===== src/logic/fbw_pkg.sv =====
// package: register map, field layout, timing constants and carrier types of the flash block write sequencer
package fbw_pkg;

	// ----------------------------------------
	// register offsets (byte addresses)
	// ----------------------------------------
	localparam logic [11:0] OFS_CACHE_CONTROL = 12'h000;
	localparam logic [11:0] OFS_FLASH_KEY     = 12'h004;
	localparam logic [11:0] OFS_PS_CONTROL    = 12'h008;
	localparam logic [11:0] OFS_STATUS        = 12'h00C;

	// ----------------------------------------
	// field positions
	// ----------------------------------------
	localparam int BIT_BLOCK_WRITE_SELECT = 0;
	localparam int BIT_PS_WRITE_ENABLE    = 0;
	localparam int BIT_PS_ERASE_ENABLE    = 1;
	localparam int BIT_ST_BUSY            = 0;
	localparam int BIT_ST_UNLOCKED        = 1;
	localparam int BIT_ST_KEY_STAGE       = 2;
	localparam int BIT_ST_LOCKOUT         = 3;

	// ----------------------------------------
	// reset values and key codes
	// ----------------------------------------
	localparam logic       RST_BLOCK_WRITE_SELECT = 1'b0;
	localparam logic [1:0] RST_PS_CONTROL         = 2'h0;
	localparam logic [7:0] KEY_FIRST              = 8'hA5;
	localparam logic [7:0] KEY_SECOND             = 8'hF1;
	localparam logic [7:0] ERASED_BYTE            = 8'hFF;
	localparam logic [1:0] BLOCK_LAST_LOW         = 2'h3;

	// ----------------------------------------
	// timing
	// ----------------------------------------
	localparam int CLK_MHZ         = 50;
	localparam int PROG_TIME_US    = 40;
	localparam int PROG_CYCLES     = PROG_TIME_US * CLK_MHZ;
	localparam int ERASE_TIME_US   = 20000;
	localparam int ERASE_CYCLES    = ERASE_TIME_US * CLK_MHZ;

	// ----------------------------------------
	// carriers
	// ----------------------------------------
	typedef enum logic [1:0] {
		FBW_KEY_IDLE,
		FBW_KEY_FIRST_SEEN,
		FBW_KEY_OPEN,
		FBW_KEY_LOCKED
	} fbw_key_e;

	typedef struct packed {
		logic        valid;
		logic        write;
		logic [15:0] addr;
		logic [7:0]  data;
	} fbw_xd_req_s;

	typedef struct packed {
		logic        wr;
		logic        erase;
		logic [15:0] addr;
		logic [31:0] data;
		logic [3:0]  strb;
	} fbw_prog_cmd_s;

endpackage


===== src/logic/fbw_key_gate.sv =====
// key gate: watches flash key writes and grants one flash write per correct key pair
`timescale 1ns/1ps
module fbw_key_gate
	import fbw_pkg::*;
(
	input  wire logic clk,          // system clock
	input  wire logic resetn,       // async reset, active low
	input  wire logic ce,           // clock enable
	input  wire logic key_wr,       // one-cycle write to the key register
	input  wire logic [7:0] key_data, // key value written
	input  wire logic consume,      // a flash write used the grant
	output logic      unlocked,     // next flash write is permitted
	output logic      first_seen,   // first key accepted, second awaited
	output logic      lockout       // wrong key or key-sequence misuse seen, locked until reset
);

	// ----------------------------------------
	// state
	// ----------------------------------------
	typedef struct packed {
		fbw_key_e st;
	} fbw_kg_state_s;

	fbw_kg_state_s r;
	fbw_kg_state_s next_r;

	always_comb begin
		next_r = r;
		case (r.st)
			FBW_KEY_IDLE: begin
				if (key_wr) begin
					next_r.st = (key_data == KEY_FIRST) ? FBW_KEY_FIRST_SEEN : FBW_KEY_LOCKED;
				end
			end
			FBW_KEY_FIRST_SEEN: begin
				if (key_wr) begin
					next_r.st = (key_data == KEY_SECOND) ? FBW_KEY_OPEN : FBW_KEY_LOCKED;
				end else if (consume) begin
					next_r.st = FBW_KEY_LOCKED;
				end
			end
			FBW_KEY_OPEN: begin
				// a further key write while open is treated as misuse
				if (key_wr) begin
					next_r.st = FBW_KEY_LOCKED;
				end else if (consume) begin
					next_r.st = FBW_KEY_IDLE;
				end
			end
			FBW_KEY_LOCKED: begin
				next_r.st = FBW_KEY_LOCKED;
			end
			default: begin
				next_r.st = FBW_KEY_IDLE;
			end
		endcase
	end

	always_ff @(posedge clk or negedge resetn) begin
		if (!resetn) begin
			r.st <= FBW_KEY_IDLE;
		end else if (ce) begin
			r <= next_r;
		end
	end

	assign unlocked   = (r.st == FBW_KEY_OPEN);
	assign first_seen = (r.st == FBW_KEY_FIRST_SEEN);
	assign lockout    = (r.st == FBW_KEY_LOCKED);

endmodule


===== src/logic/fbw_prog_timer.sv =====
// program timer: runs the busy period of one flash program or erase operation
`timescale 1ns/1ps
module fbw_prog_timer
	import fbw_pkg::*;
#(
	parameter int PROG_CNT  = PROG_CYCLES,  // cycles of one program operation
	parameter int ERASE_CNT = ERASE_CYCLES  // cycles of one page erase
) (
	input  wire logic clk,     // system clock
	input  wire logic resetn,  // async reset, active low
	input  wire logic ce,      // clock enable
	input  wire logic start,   // one-cycle start pulse
	input  wire logic erase,   // start is an erase
	output logic      busy,    // operation in progress
	output logic      done     // one-cycle pulse at the end
);

	// ----------------------------------------
	// state
	// ----------------------------------------
	typedef struct packed {
		logic        busy;
		logic        done;
		logic [31:0] cnt;
	} fbw_tm_state_s;

	fbw_tm_state_s r;
	fbw_tm_state_s next_r;

	always_comb begin
		next_r      = r;
		next_r.done = 1'b0;
		if (r.busy) begin
			if (r.cnt <= 32'h0000_0001) begin
				next_r.busy = 1'b0;
				next_r.done = 1'b1;
				next_r.cnt  = 32'h0000_0000;
			end else begin
				next_r.cnt = r.cnt - 32'h0000_0001;
			end
		end else if (start) begin
			next_r.busy = 1'b1;
			next_r.cnt  = erase ? 32'(ERASE_CNT) : 32'(PROG_CNT);
		end
	end

	always_ff @(posedge clk or negedge resetn) begin
		if (!resetn) begin
			r <= '0;
		end else if (ce) begin
			r <= next_r;
		end
	end

	assign busy = r.busy;
	assign done = r.done;

endmodule


===== src/logic/fbw_sequencer.sv =====
// flash block write sequencer: apb registers, key gate, write steering, block assembly and program timing
//
// Summary of operation
// - block write select bit enables block buffering
// - block mode programs only after final byte
// - block is four aligned bytes, 00b..11b
// - program starts right after 11b write
// - key pair 0xA5 then 0xF1 unlocks write
// - write enable steers data writes to flash
// - clearing write enable returns writes to ram
// - stored data read through code-space path
// - data-move reads always go to ram
//
// Chosen here: the address map and the APB interface to the registers.
`timescale 1ns/1ps
module fbw_sequencer
	import fbw_pkg::*;
#(
	parameter int PROG_CNT  = PROG_CYCLES,  // program operation length in cycles
	parameter int ERASE_CNT = ERASE_CYCLES  // erase operation length in cycles
) (
	input  wire logic          clk,           // system clock, 50 MHz
	input  wire logic          resetn,        // async reset, active low
	input  wire logic          ce,            // clock enable, freezes state when low
	// apb slave
	input  wire logic          psel,          // apb select
	input  wire logic          penable,       // apb access phase
	input  wire logic          pwrite,        // apb direction
	input  wire logic [11:0]   paddr,         // apb byte address
	input  wire logic [31:0]   pwdata,        // apb write data
	output logic               pready,        // apb ready
	output logic [31:0]        prdata,        // apb read data
	output logic               pslverr,       // apb error on unmapped address
	// cpu external-data move port
	input  fbw_xd_req_s        xd_req,        // data-move request
	output logic               xd_wait,       // stall the cpu
	output fbw_xd_req_s        ram_req,       // request passed to data ram
	// cpu code-space move port
	input  wire logic          code_rd,       // code-space read strobe
	input  wire logic [15:0]   code_addr,     // code-space read address
	output logic               flash_rd,      // read strobe to flash array
	output logic [15:0]        flash_rd_addr, // read address to flash array
	// flash array program port
	output fbw_prog_cmd_s      prog_cmd       // program or erase command
);

	// ----------------------------------------
	// state
	// ----------------------------------------
	typedef struct packed {
		logic          blk_sel;
		logic [1:0]    program_store_control_reg;
		logic          pready;
		logic [31:0]   prdata;
		logic          pslverr;
		logic          xd_wait;
		fbw_xd_req_s   ram_req;
		logic          flash_rd;
		logic [15:0]   flash_rd_addr;
		fbw_prog_cmd_s prog_cmd;
		logic [31:0]   blk_data;
		logic [3:0]    blk_strb;
		logic [13:0]   blk_base;
		logic          seq_err;
	} fbw_state_s;

	fbw_state_s r;
	fbw_state_s next_r;

	logic apb_acc;
	logic key_wr;
	logic consume;
	logic unlocked;
	logic first_seen;
	logic lockout;
	logic tm_busy;
	logic tm_start;
	logic tm_erase;
	logic flash_wr;
	logic [1:0] low;

	function automatic logic [31:0] lane_place(input logic [7:0] b, input logic [1:0] lane);
		lane_place = {24'h00_0000, b} << {lane, 3'b000};
	endfunction

	function automatic logic [3:0] lane_bit(input logic [1:0] lane);
		lane_bit = 4'h1 << lane;
	endfunction

	assign apb_acc  = psel && penable && !r.pready;
	assign key_wr   = apb_acc && pwrite && (paddr == OFS_FLASH_KEY);
	assign low      = xd_req.addr[1:0];
	// while a flash operation runs the cpu is stalled, so no new write slips in
	assign flash_wr = xd_req.valid && xd_req.write && r.program_store_control_reg[BIT_PS_WRITE_ENABLE] && !tm_busy
		&& !r.prog_cmd.wr && !r.prog_cmd.erase;
	assign consume  = flash_wr;

	// ----------------------------------------
	// key gate and timer
	// ----------------------------------------
	fbw_key_gate u_key (
		.clk        (clk),
		.resetn     (resetn),
		.ce         (ce),
		.key_wr     (key_wr),
		.key_data   (pwdata[7:0]),
		.consume    (consume),
		.unlocked   (unlocked),
		.first_seen (first_seen),
		.lockout    (lockout)
	);

	fbw_prog_timer #(
		.PROG_CNT  (PROG_CNT),
		.ERASE_CNT (ERASE_CNT)
	) u_timer (
		.clk    (clk),
		.resetn (resetn),
		.ce     (ce),
		.start  (tm_start),
		.erase  (tm_erase),
		.busy   (tm_busy),
		.done   ()
	);

	assign tm_start = r.prog_cmd.wr || r.prog_cmd.erase;
	assign tm_erase = r.prog_cmd.erase;

	// ----------------------------------------
	// next state
	// ----------------------------------------
	always_comb begin
		next_r          = r;
		next_r.pready   = 1'b0;
		next_r.pslverr  = 1'b0;
		next_r.ram_req  = '0;
		next_r.prog_cmd = '0;
		next_r.flash_rd = 1'b0;

		// apb: one wait state, answer in the second access cycle
		if (apb_acc) begin
			next_r.pready = 1'b1;
			next_r.prdata = 32'h0000_0000;
			case (paddr)
				OFS_CACHE_CONTROL: begin
					if (pwrite) begin
						next_r.blk_sel = pwdata[BIT_BLOCK_WRITE_SELECT];
					end
					next_r.prdata[BIT_BLOCK_WRITE_SELECT] = r.blk_sel;
				end
				OFS_FLASH_KEY: begin
					next_r.prdata[1:0] = {lockout, unlocked};
				end
				OFS_PS_CONTROL: begin
					if (pwrite) begin
						next_r.program_store_control_reg = pwdata[1:0];
					end
					next_r.prdata[1:0] = r.program_store_control_reg;
				end
				OFS_STATUS: begin
					next_r.prdata[BIT_ST_BUSY]      = tm_busy || r.prog_cmd.wr || r.prog_cmd.erase;
					next_r.prdata[BIT_ST_UNLOCKED]  = unlocked;
					next_r.prdata[BIT_ST_KEY_STAGE] = first_seen;
					next_r.prdata[BIT_ST_LOCKOUT]   = lockout;
					next_r.prdata[4]                = r.seq_err;
					next_r.prdata[8 +: 4]           = r.blk_strb;
				end
				default: begin
					next_r.pslverr = 1'b1;
				end
			endcase
		end

		// data-move steering
		next_r.xd_wait = tm_busy || tm_start || flash_wr;
		if (xd_req.valid && !(xd_req.write && r.program_store_control_reg[BIT_PS_WRITE_ENABLE])) begin
			next_r.ram_req = xd_req;
		end

		// clear comes first so that a hardware set in the same cycle wins
		if (apb_acc && pwrite && (paddr == OFS_STATUS) && pwdata[4]) begin
			next_r.seq_err = 1'b0;
		end

		if (flash_wr && unlocked) begin
			if (r.program_store_control_reg[BIT_PS_ERASE_ENABLE]) begin
				next_r.prog_cmd.erase = 1'b1;
				next_r.prog_cmd.addr  = xd_req.addr;
				next_r.blk_strb       = 4'h0;
			end else if (!r.blk_sel) begin
				// single-byte mode: program at once
				next_r.prog_cmd.wr   = 1'b1;
				next_r.prog_cmd.addr = xd_req.addr;
				next_r.prog_cmd.data = lane_place(xd_req.data, low);
				next_r.prog_cmd.strb = lane_bit(low);
			end else begin
				// block mode: bytes must arrive at lane 0,1,2,3 of one aligned word
				if ((low == 2'h0) || ((r.blk_strb == (lane_bit(low) - 4'h1))
					&& (r.blk_base == xd_req.addr[15:2]))) begin
					next_r.blk_base = xd_req.addr[15:2];
					next_r.blk_data = (low == 2'h0) ? lane_place(xd_req.data, low)
						: (r.blk_data | lane_place(xd_req.data, low));
					next_r.blk_strb = (low == 2'h0) ? 4'h1 : (r.blk_strb | lane_bit(low));
					if (low == BLOCK_LAST_LOW) begin
						next_r.prog_cmd.wr   = 1'b1;
						next_r.prog_cmd.addr = {xd_req.addr[15:2], 2'b00};
						next_r.prog_cmd.data = r.blk_data | lane_place(xd_req.data, low);
						next_r.prog_cmd.strb = 4'hF;
						next_r.blk_strb      = 4'h0;
					end
				end else begin
					// out of order: drop the partial block, nothing is programmed
					next_r.seq_err  = 1'b1;
					next_r.blk_strb = 4'h0;
				end
			end
		end else if (flash_wr) begin
			next_r.seq_err = 1'b1;
		end

		// code-space reads go straight to the flash read path
		next_r.flash_rd      = code_rd;
		next_r.flash_rd_addr = code_addr;
	end

	// ----------------------------------------
	// registers
	// ----------------------------------------
	always_ff @(posedge clk or negedge resetn) begin
		if (!resetn) begin
			r         <= '0;
			r.blk_sel <= RST_BLOCK_WRITE_SELECT;
			r.program_store_control_reg   <= RST_PS_CONTROL;
		end else if (ce) begin
			r <= next_r;
		end
	end

	assign pready        = r.pready;
	assign prdata        = r.prdata;
	assign pslverr       = r.pslverr;
	assign xd_wait       = r.xd_wait;
	assign ram_req       = r.ram_req;
	assign flash_rd      = r.flash_rd;
	assign flash_rd_addr = r.flash_rd_addr;
	assign prog_cmd      = r.prog_cmd;

endmodule


===== config.mk =====
export PLATFORM = sky130hd
export DESIGN_NAME = fbw_sequencer
export DESIGN_NICKNAME = d
export VERILOG_FILES = /design/src/logic/fbw_pkg.sv /design/src/logic/fbw_key_gate.sv /design/src/logic/fbw_prog_timer.sv /design/src/logic/fbw_sequencer.sv
export SDC_FILE = /design/constraint.sdc
export NUM_CORES = 1
export LEC_CHECK = 0
export ABC_AREA = 1
export ABC_CLOCK_PERIOD_IN_PS = 1840
export BUFFER_PORTS_ARGS = -buffer_cell sky130_fd_sc_hd__buf_2
export CAP_MARGIN = 30
export CELL_PAD_IN_SITES_DETAIL_PLACEMENT = 0
export CELL_PAD_IN_SITES_GLOBAL_PLACEMENT = 1
export CORE_MARGIN = 2
export CORE_UTILIZATION = 37
export CTS_BUF_LIST = sky130_fd_sc_hd__clkbuf_8
export DETAILED_ROUTE_END_ITERATION = 12
export PLACE_DENSITY = 0.76
export SYNTH_ARGS = -nofsm -noshare
export SYNTH_HDL_FRONTEND = slang
export SYNTH_HIERARCHICAL = 1
export SYNTH_SLANG_ARGS = --single-unit

===== constraint.sdc =====
create_clock -name clk -period 1.84 [get_ports clk]
set_input_delay 0.368 -clock clk [delete_from_list [all_inputs] [get_ports clk]]
set_output_delay 0.368 -clock clk [all_outputs]
set_load 0.05 [all_outputs]

# ---- Yosys cells after proc, flatten, opt, wreduce, memory -nomap -nowiden
# Index checks and enable logic that the tools add are counted.
dict set report classes {
  n_eq_ne 14
  n_reduce_logical 39
  mux 45
  bitwise 3
  addsub 2
  n_shift 2
  magnitude_cmp 1
}
# operator n
set ops {}
lappend ops {{$mux W32} 4}
lappend ops {{$mux W104} 1}
lappend ops {{$mux W52} 2}
lappend ops {{$mux W84} 1}
lappend ops {{$mux W68} 1}
lappend ops {{$mux W51} 1}
lappend ops {{$mux W34} 1}
lappend ops {{$le A32 B1 Y1 const B} 1}
lappend ops {{$or A32 B32 Y32} 1}
lappend ops {{$shl A8 B5 Y32} 1}
lappend ops {{$sub A32 B1 Y32 const B} 1}
lappend ops {{$mux W26} 1}
lappend ops {{$eq A12 B4 Y1 const B} 2}
lappend ops {{$mux W20} 1}
lappend ops {{$mux W4} 5}
lappend ops {{$eq A8 B8 Y1 const B} 2}
lappend ops {{$mux W16} 1}
lappend ops {{$logic_and A1 B1 Y1} 15}
lappend ops {{$mux W15} 1}
lappend ops {{$eq A14 B14 Y1} 1}
lappend ops {{$mux W14} 1}
lappend ops {{$mux W2} 7}
lappend ops {{$mux W1} 13}
lappend ops {{$eq A12 B3 Y1 const B} 1}
lappend ops {{other kinds (23)} 40}
dict set report word_totals {
  in_bits 93
  elab_cells 130
  regBits 198
  output_inout_bits 132
}

# ---- Depth between registers and ports, before layout
# Gate-level depths: netlist of run 1.
dict set report logic_depth {
  depth_word 10
  mapped_depth 16
  ltp_nobuf 13
}

# ---- By module
# The synthesis of run 1 kept the hierarchy.
# module n_inst cells_each seq_area_each_um2 area_per_inst_um2
set modules_own_cells {}
lappend modules_own_cells {fbw_sequencer 1 1157 4078.9 8897.3}
lappend modules_own_cells {fbw_prog_timer 1 306 850.8 2168.3}
lappend modules_own_cells {fbw_key_gate 1 36 50.0 196.4}

# ---- Least setup slack after synthesis of run 1
# No wires, ideal clock.
dict set report synth_timing {
  path_kind {input port to flip-flop}
  start {input port xd_req[8] in the netlist's numbering}
  end {register r[34] in the netlist's numbering}
  t_required_ns 1.710
  setup_slack_ns -0.772
  arrival_time_ns 2.481
  setup_ns 0.130
  cell_stages 16
  n_path_buf 4
  path_cell_list {buf_2 -> nor2_2 -> clkinv_1 -> clkbuf_1 -> ha_1 -> nand2_1 -> nor2_1 -> nand3_1 -> nor2_1 -> nand3_1 -> nand2_1 -> nand2_2 -> buf_6 -> buf_6 -> nand2_1 -> o21ai_1}
}
dict set report synth_between {
  elab_chain_len 6
  elab_cells_between_ends 10
  classes_between {add/sub (1); eq/ne (1); shift (2); mux (1); bitwise (1); reduce/logical (4)}
}
# element line
set synth_lines {}
lappend synth_lines {{from (decl)} fbw_sequencer.sv:35} ;# input fbw_xd_req_s xd_req,
lappend synth_lines {{$shl A1 B2 Y4} fbw_sequencer.sv:87} ;# lane_bit = 4'h1 << lane;
lappend synth_lines {{$sub A4 B1 Y4} fbw_sequencer.sv:198} ;# if ((low == 2'h0) || ((r.blk_strb == (lane_bit(low) - 4'h1))
lappend synth_lines {{$eq A4 B4 Y1} fbw_sequencer.sv:198}
lappend synth_lines {{$logic_and A1 B1 Y1} fbw_sequencer.sv:199} ;# && (r.blk_base == xd_req.addr[15:2]))) begin
lappend synth_lines {{$logic_or A1 B1 Y1} fbw_sequencer.sv:198}
lappend synth_lines {{$reduce_and A5 Y1 (no source line)} n/a}
lappend synth_lines {{to (signal assigned)} fbw_sequencer.sv:235} ;# r <= next_r;
lappend synth_lines {{to (decl)} fbw_sequencer.sv:67} ;# fbw_state_s r;
# Several ways; a longest one is shown, not always the timed one.
# A chain may end at the register's enable or synchronous reset.

# ---- Worst setup path in the final report of run 1
dict set report layout_timing {
  start {register r, in the netlist prog_cmd[53]}
  end {register r[34] in the netlist's numbering}
}
dict set report layout_between {
  elab_chain_len 5
}
# element line
set layout_lines {}
lappend layout_lines {{$logic_not A1 Y1} fbw_sequencer.sv:95} ;# && !r.prog_cmd.wr && !r.prog_cmd.erase;
lappend layout_lines {{$logic_and A1 B1 Y1 (2 in a row)} fbw_sequencer.sv:95}
lappend layout_lines {{$logic_and A1 B1 Y1} fbw_sequencer.sv:185} ;# if (flash_wr && unlocked) begin
lappend layout_lines {{$reduce_and A5 Y1 (no source line)} n/a}
# No other way between the ends.

==> impl_results.md, run 1 <==
- Global-route wire length before repair: 48.13 mm
- Most frequent cells in the layout: nand2_1 (475), dfrtp_1 (198), buf_2 (176)
- Hold slack: 0.07626 ns
- Final RePlAce weighted congestion: 0.8403
- Die Area: 31760 um^2
- GRT Max-Usage Layer: met2
- Final Cell Area: 13310 um^2
- First-pass DRT Iterations: 5
- IR Drop Worst-Case VDD: 0.4257 mV
- WL per Instance: 14.95 um
- R2R Setup Slk: 0.007 ns
- Final worst slack: 0.006959 ns
- Met3 Track Usage GR: 3.645%
- Largest net degree at the start of global routing: 65
- Mapped Cells: 1496
- Post-placement setup slack: -0.3346 ns
- Via Count: 9631
- Hold Path End: flash_rd_addr[7]
- CTS root buffer: clkbuf_8
- GRT Total Usage: 19.24%
- Total clock buffers created by CTS: 17
- Crit start category: flop
- Htree depth: 4
- Row cnt: 63
- Fin crit share: 99.62%
- Crit path time final: 1.833 ns
- RSZ-0062 raised after global routing: true
- CTS tree: done
- Met1 Usage GRT: 25.88%
- Max_slew headroom: 64.01%
- # setup viols final: 0
- CP max stage delay: 0.40 ns
- Starting Density: 37.68%
- Layout cells sized above 1: 26.74%
- Placed Instance Area: 12230 um^2
- Number of I/O pins: 225
- Commonest non-fill, non-tap cell in the layout: nand2_1
- Worst-path clk slew: 0.12 ns
- Fill cell count: 3072
- Mapped Avg Cell Area: 7.506 um^2
- YS warnings: 6
- DRC Markers: 0
- Hold path startpoint: code_addr[7]
- Internal Power: 6729 uW
- Critical Path Fanout Max: 12
- Clk pwr share: 33.0%
- Fin. max-slew vios: 0
- Cell Pwr Density: 760.9 nW/um^2
- Die Wd: 178.2 um
- Worst-Margin Slew: 0.5390 ns
- Vias in the first global route: 9370
- Die Y-Extent: 178.2 um
- FF-to-FF Start: prog_cmd[53]
- Core footprint: 29800 um^2
- Critical path type: flop to flop
- CTS max path bufs: 2
- Arrival @ worst endpoint: 2.22 ns
- CP Cell Sequence: inv_2 -> nand2_4 -> nor2_4 -> nand3_4 -> nor2_4 -> nand2_2 -> nor3_4 -> buf_12 -> nand2_8 -> clkbuf_16 -> nand2_1 -> o21ai_1
- Total Power: 10130 uW
- Global Route met2 Usage: 31.86%
- Hold Crit Class: input port to flop
- Crit end category: flop
- Switching power: 3402 uW
- DR vias/cell: 4.737
- WL final: 30.40 mm
- Initial DRC count: 523
- Synthesis-to-layout area growth: 18.58%
- Initial antenna violation count: 1
- Req. time, crit path: 2.22 ns
- Status: finished clean
- Cells on worst reg2reg path: 12
- Grt ovf: 0
- Lkg Pwr: 0.007024 uW
- CP most frequent cell: nor2_4
- Synth Cell Area: 11230 um^2
- CP max stage cell: dfrtp_1
- Logic pwr share: 19.7%
- Max_cap viols: 0
- Worst skew pair latency: 0.49 ns
- Final nets: 1725
- Hold depth: 3
- Reg power frac: 47.3%
- Port buffer count: 177
- Worst R2R End: r[34]
- Clock sink count: 198
- ANT nets after route: 0
- Switching part of the total power: 33.58%
- Final clock skew: 0.02079 ns
- Fmax: 545.5 MHz
- HPWL after detailed placement: 20.65 mm
- Final hold vios: 0
==> flip-flops by register name, indices dropped and copies added, names as in the netlist <==
signal	cells
pready	1
pslverr	1
u_timer/busy	1
r	54
prog_cmd	53
prdata	9
flash_rd	1
ram_req	26
u_timer/r	32
tm_erase	1
u_key/r	2
flash_rd_addr	16
xd_wait	1
==> cell type report <==
type,instances,area [um^2],share of cell area [%]
diodes,1,2.502,0.01880
clock buffers,17,234.0,1.757
clock inverters,15,235.2,1.767
inverters,125,478.0,3.590
multi-input cells,1012,4975,37.36
flip-flops and latches,198,4955,37.21
well taps,390,488.0,3.665
repair buffers,275,1947,14.62
==> power by group through the flow <==
stage	registers [uW]	clock network [uW]	logic, uW
finish	4790	3350	2000
global route	4830	3630	2230
CTS	4790	3460	1980
detailed placement	4860	0	1970
global placement	4870	0	1950
floorplan	4860	0	1430
==> worst max path at each step <==
| stage | slack [ns] | end | cells after the start | start |
|---|---|---|---|---|
| 2_1_floorplan | -0.44 | r[34] | 16 | xd_req[8] |
| 5_1_grt | -0.10 | r[24] | 12 | tm_erase |
| 3_5_place_dp | -0.33 | prog_cmd[9] | 14 | xd_req[8] |
| 6_report | 0.007 | r[34] | 12 | prog_cmd[53] |
| 3_3_place_gp | -0.29 | prog_cmd[8] | 14 | xd_req[8] |
| 4_1_cts | 0.01 | prog_cmd[38] | 13 | r[15] |
==> what timing repair did <==
item	in CTS	in global routing
endpoints found under the hold margin	21	0
hold buffers	1	0
buffers inserted	0	12
gates resized for setup	2	74
cloned	0	9
pin swaps	0	23
setup endpoints to repair	16	114
==> metal layers <==
layer  up-vias  wire length [um]
li1       4836                 -
met1      4594             14320
met5         -                 0
met3        26              1218
met4         0               326
met2       175             14530
==> critical path, delay by kind of cell, from the launching register on <==
family | cells | cell delay, ns
buffers and inverters | 3 | 0.44
and+or+nand+nor | 8 | 0.84
DFF | 1 | 0.40
AOI/OAI and AO/OA | 1 | 0.05
==> metrics by stage <==
| step | utilization, % | TNS (ns) | cells |
|---|---|---|---|
| floorplan | - | -37.61 | 1518 |
| global placement | 41.05 | -21.36 | 1978 |
| finish | 44.68 | 0 | 2033 |
| detailed placement | 41.05 | -22.57 | 1978 |
| global route | 44.68 | -5.190 | 2032 |
| CTS | 42.69 | 0 | 2011 |
(Power assumes the default switching activity.)
==> run 2: changes to the inputs <==
ABC_AREA = not set   (was 1)
CORE_UTILIZATION = 39   (was 37)
SLEW_MARGIN = 20   (was not set)
==> run 2 against run 1 <==
  * The run now ends with setup timing left
  * Power up 5.8%
  * Flip-flop and latch count unchanged
  * Highest routed layer unchanged
  * Fmax down 14%
  * Wire length up 3.3%
  * Via count down 11%
  * Critical endpoint is now r[30]
  * First-iteration DRC count up 5.5%
  * Synthesized area down 9.3%
  * Combinational power up 50%
  * Hold slack better by 0.016 ns
==> impl_results.md, run 2 <==
- WL per Instance: 20.28 um (+36%)
- Fmax: 466.5 MHz (-14%)
- GRT Total Usage: 22.98% (+3.7 points)
- Global-route wire length before repair: 48.54 mm (+0.85%)
- Seq. cell area: 4957 um^2 (about the same)
- Initial antenna violation count: 0 (-1)
- Total Power: 10720 uW (+5.8%)
- Critical path type: flop to flop
- Area of the multi-input gates: 5281 um^2 (+6.2%)
- Status: finished, violations left
- Hold Crit Class: input port to flop
- Top Family by Delay on Critical Path: simple AND/OR/NAND/NOR gates
- Placed Instance Area: 11900 um^2 (-2.7%)
- HPWL after detailed placement: 20.30 mm (-1.7%)
- ANT nets after route: 0 (unchanged)
- CTS max path bufs: 2 (unchanged)
- Worst skew pair latency: 0.51 ns (+0.02 ns)
- Final nets: 1296 (-25%)
- Mapped Cells: 975 (-35%)
- WL final: 31.40 mm (+3.3%)
- Commonest non-fill, non-tap cell in the layout: dfrtp_1
- Cell Pwr Density: 759.8 nW/um^2 (-0.14%)
- CP most frequent cell: or3_4
- Most frequent cells in the layout: dfrtp_1 (196), buf_2 (176), buf_4 (140)
- DRC Markers: 0 (unchanged)
- First-pass DRT Iterations: 5 (unchanged)
- Grt ovf: 0 (unchanged)
- Ant. Diodes: 0 (-1)
- CP Cell Sequence: or3_4 -> or3_4 -> or3_4 -> clkbuf_16 -> nand2_4 -> o41ai_2
- Worst-path clk slew: 0.12 ns (about the same)
- Arrival @ worst endpoint: 2.54 ns (+0.32 ns)
- CTS tree: done
- Fin crit share: 116.5% (+17 points)
- CP max stage cell: or3_4
- Synth Cell Area: 10180 um^2 (-9.3%)
- Final Cell Area: 14110 um^2 (+6.0%)
- Via Count: 8545 (-11%)
- Die Wd: 165.6 um (-7.1%)
- Crit path buffers/inverters: 1 (-2)
- Biggest register: r
- Setup TNS: -20.85 ns (-20.85 ns)
- Final hold vios: 0 (unchanged)
- RSZ-0062 raised after global routing: true
- Final RePlAce weighted congestion: 0.8712 (+3.7%)
- Htree depth: 4 (unchanged)
- Total clock buffers created by CTS: 17 (unchanged)
- Row cnt: 59 (-6.3%)
- Number of I/O pins: 225 (unchanged)
- Max_cap viols: 0 (unchanged)
- Req. time, crit path: 2.23 ns (about the same)
- Die Area: 27410 um^2 (-14%)
- Crit end category: flop
- Vias in the first global route: 8499 (-9.3%)
- Max reg flops: 54 (unchanged)
- Clock sink count: 198 (unchanged)
- Largest net degree at the start of global routing: 47 (-28%)
- Core footprint: 25840 um^2 (-13%)
- Lkg Pwr: 0.006455 uW (-8.1%)
- Fin. max-slew vios: 0 (unchanged)
- CTS root buffer: clkbuf_8
- Fill cell count: 2245 (-27%)
- Final worst slack: -0.3035 ns (-0.3104 ns)
- Synthesis-to-layout area growth: 38.59%
- Layout cells sized above 1: 52.76% (+26 points)
- # setup viols final: 134 (+134)
- IR Drop Worst-Case VDD: 0.4367 mV (+2.6%)
- Mapped Avg Cell Area: 10.44 um^2 (+39%)
- Starting Density: 39.40% (+1.7 points)
- Crit path time final: 2.143 ns (+0.3104 ns)
- Die Y-Extent: 165.6 um (-7.1%)
- Initial DRC count: 552 (+5.5%)
- YS warnings: 6 (unchanged)
- Critical Path Fanout Max: 7 (-5)
- CP max stage delay: 0.51 ns (+0.11 ns)
- Crit start category: flop
- Violated checks: setup timing
- Port buffer count: 177 (unchanged)
- DR vias/cell: 5.520 (+17%)
- Final clock skew: 0.02055 ns (-0.0002393 ns)
run 2: worst paths after layout:
kind	from	end	slack, ns	cells past startpoint
min in group asynchronous	resetn	prog_cmd[46]	0.37	2
worst min register to register	prdata[0]	prdata[0]	0.48	2
worst max register to register	prog_cmd[53]	r[30]	-0.30	6
max in group asynchronous	resetn	prog_cmd[27]	0.85	3
worst min-delay path	code_addr[3]	flash_rd_addr[3]	0.09	2
worst max-delay path	prog_cmd[53]	r[30]	-0.30	6
run 2: metal layers:
metal	vias to the layer above	track usage (%)	routed length (um)
met5	-	0	0
met4	0	6.387	538
met3	39	3.422	1839
met2	292	37.63	15420
met1	4340	31.78	13610
li1	3874	-	-
run 2: area by class of cell:
type,count,share of cell area [%]
Multi-Input combinational cell,575,37.43
Sequential cell,198,35.14
Timing Repair Buffer,376,20.60
Tap cell,335,2.971
Clock buffer,17,1.658
Clock inverter,15,1.348
Inverter,32,0.8514
run 2: per-stage QoR:
step	utilization (%)	instances	hold WS (ns)	setup WS, ns
2_1_floorplan	-	997	0.07241	-0.3076
3_3_place_gp	46.04	1479	0.3444	-0.5069
3_5_place_dp	46.04	1479	0.3513	-0.4988
4_1_cts	51.96	1542	0.07430	-0.2402
5_1_grt	54.61	1548	0.07574	-0.3196
6_report	54.61	1548	0.09204	-0.3035
run 2: what timing repair did:
item	4_1_cts	5_1_grt
resized for setup	164	108
setup buffers	23	10
hold endpoints to repair	38	0
hold buffers	1	0
pin swaps	71	64
endpoints found under the setup margin	135	135
gates cloned	9	1
run 2: worst reg2reg max path, delay by kind of cell, from the launching register on:
family,cells,cell delay (ns)
simple gates,4,1.37
flops,1,0.40
compound gates,1,0.06
buf+inv,1,0.22
run 2: power by group:
part	internal, uW	switching [uW]	total, uW
clock	1070	1930	3000
combinational	1200	1790	2990
sequential	4570	154	4730
total	6850	3870	10700
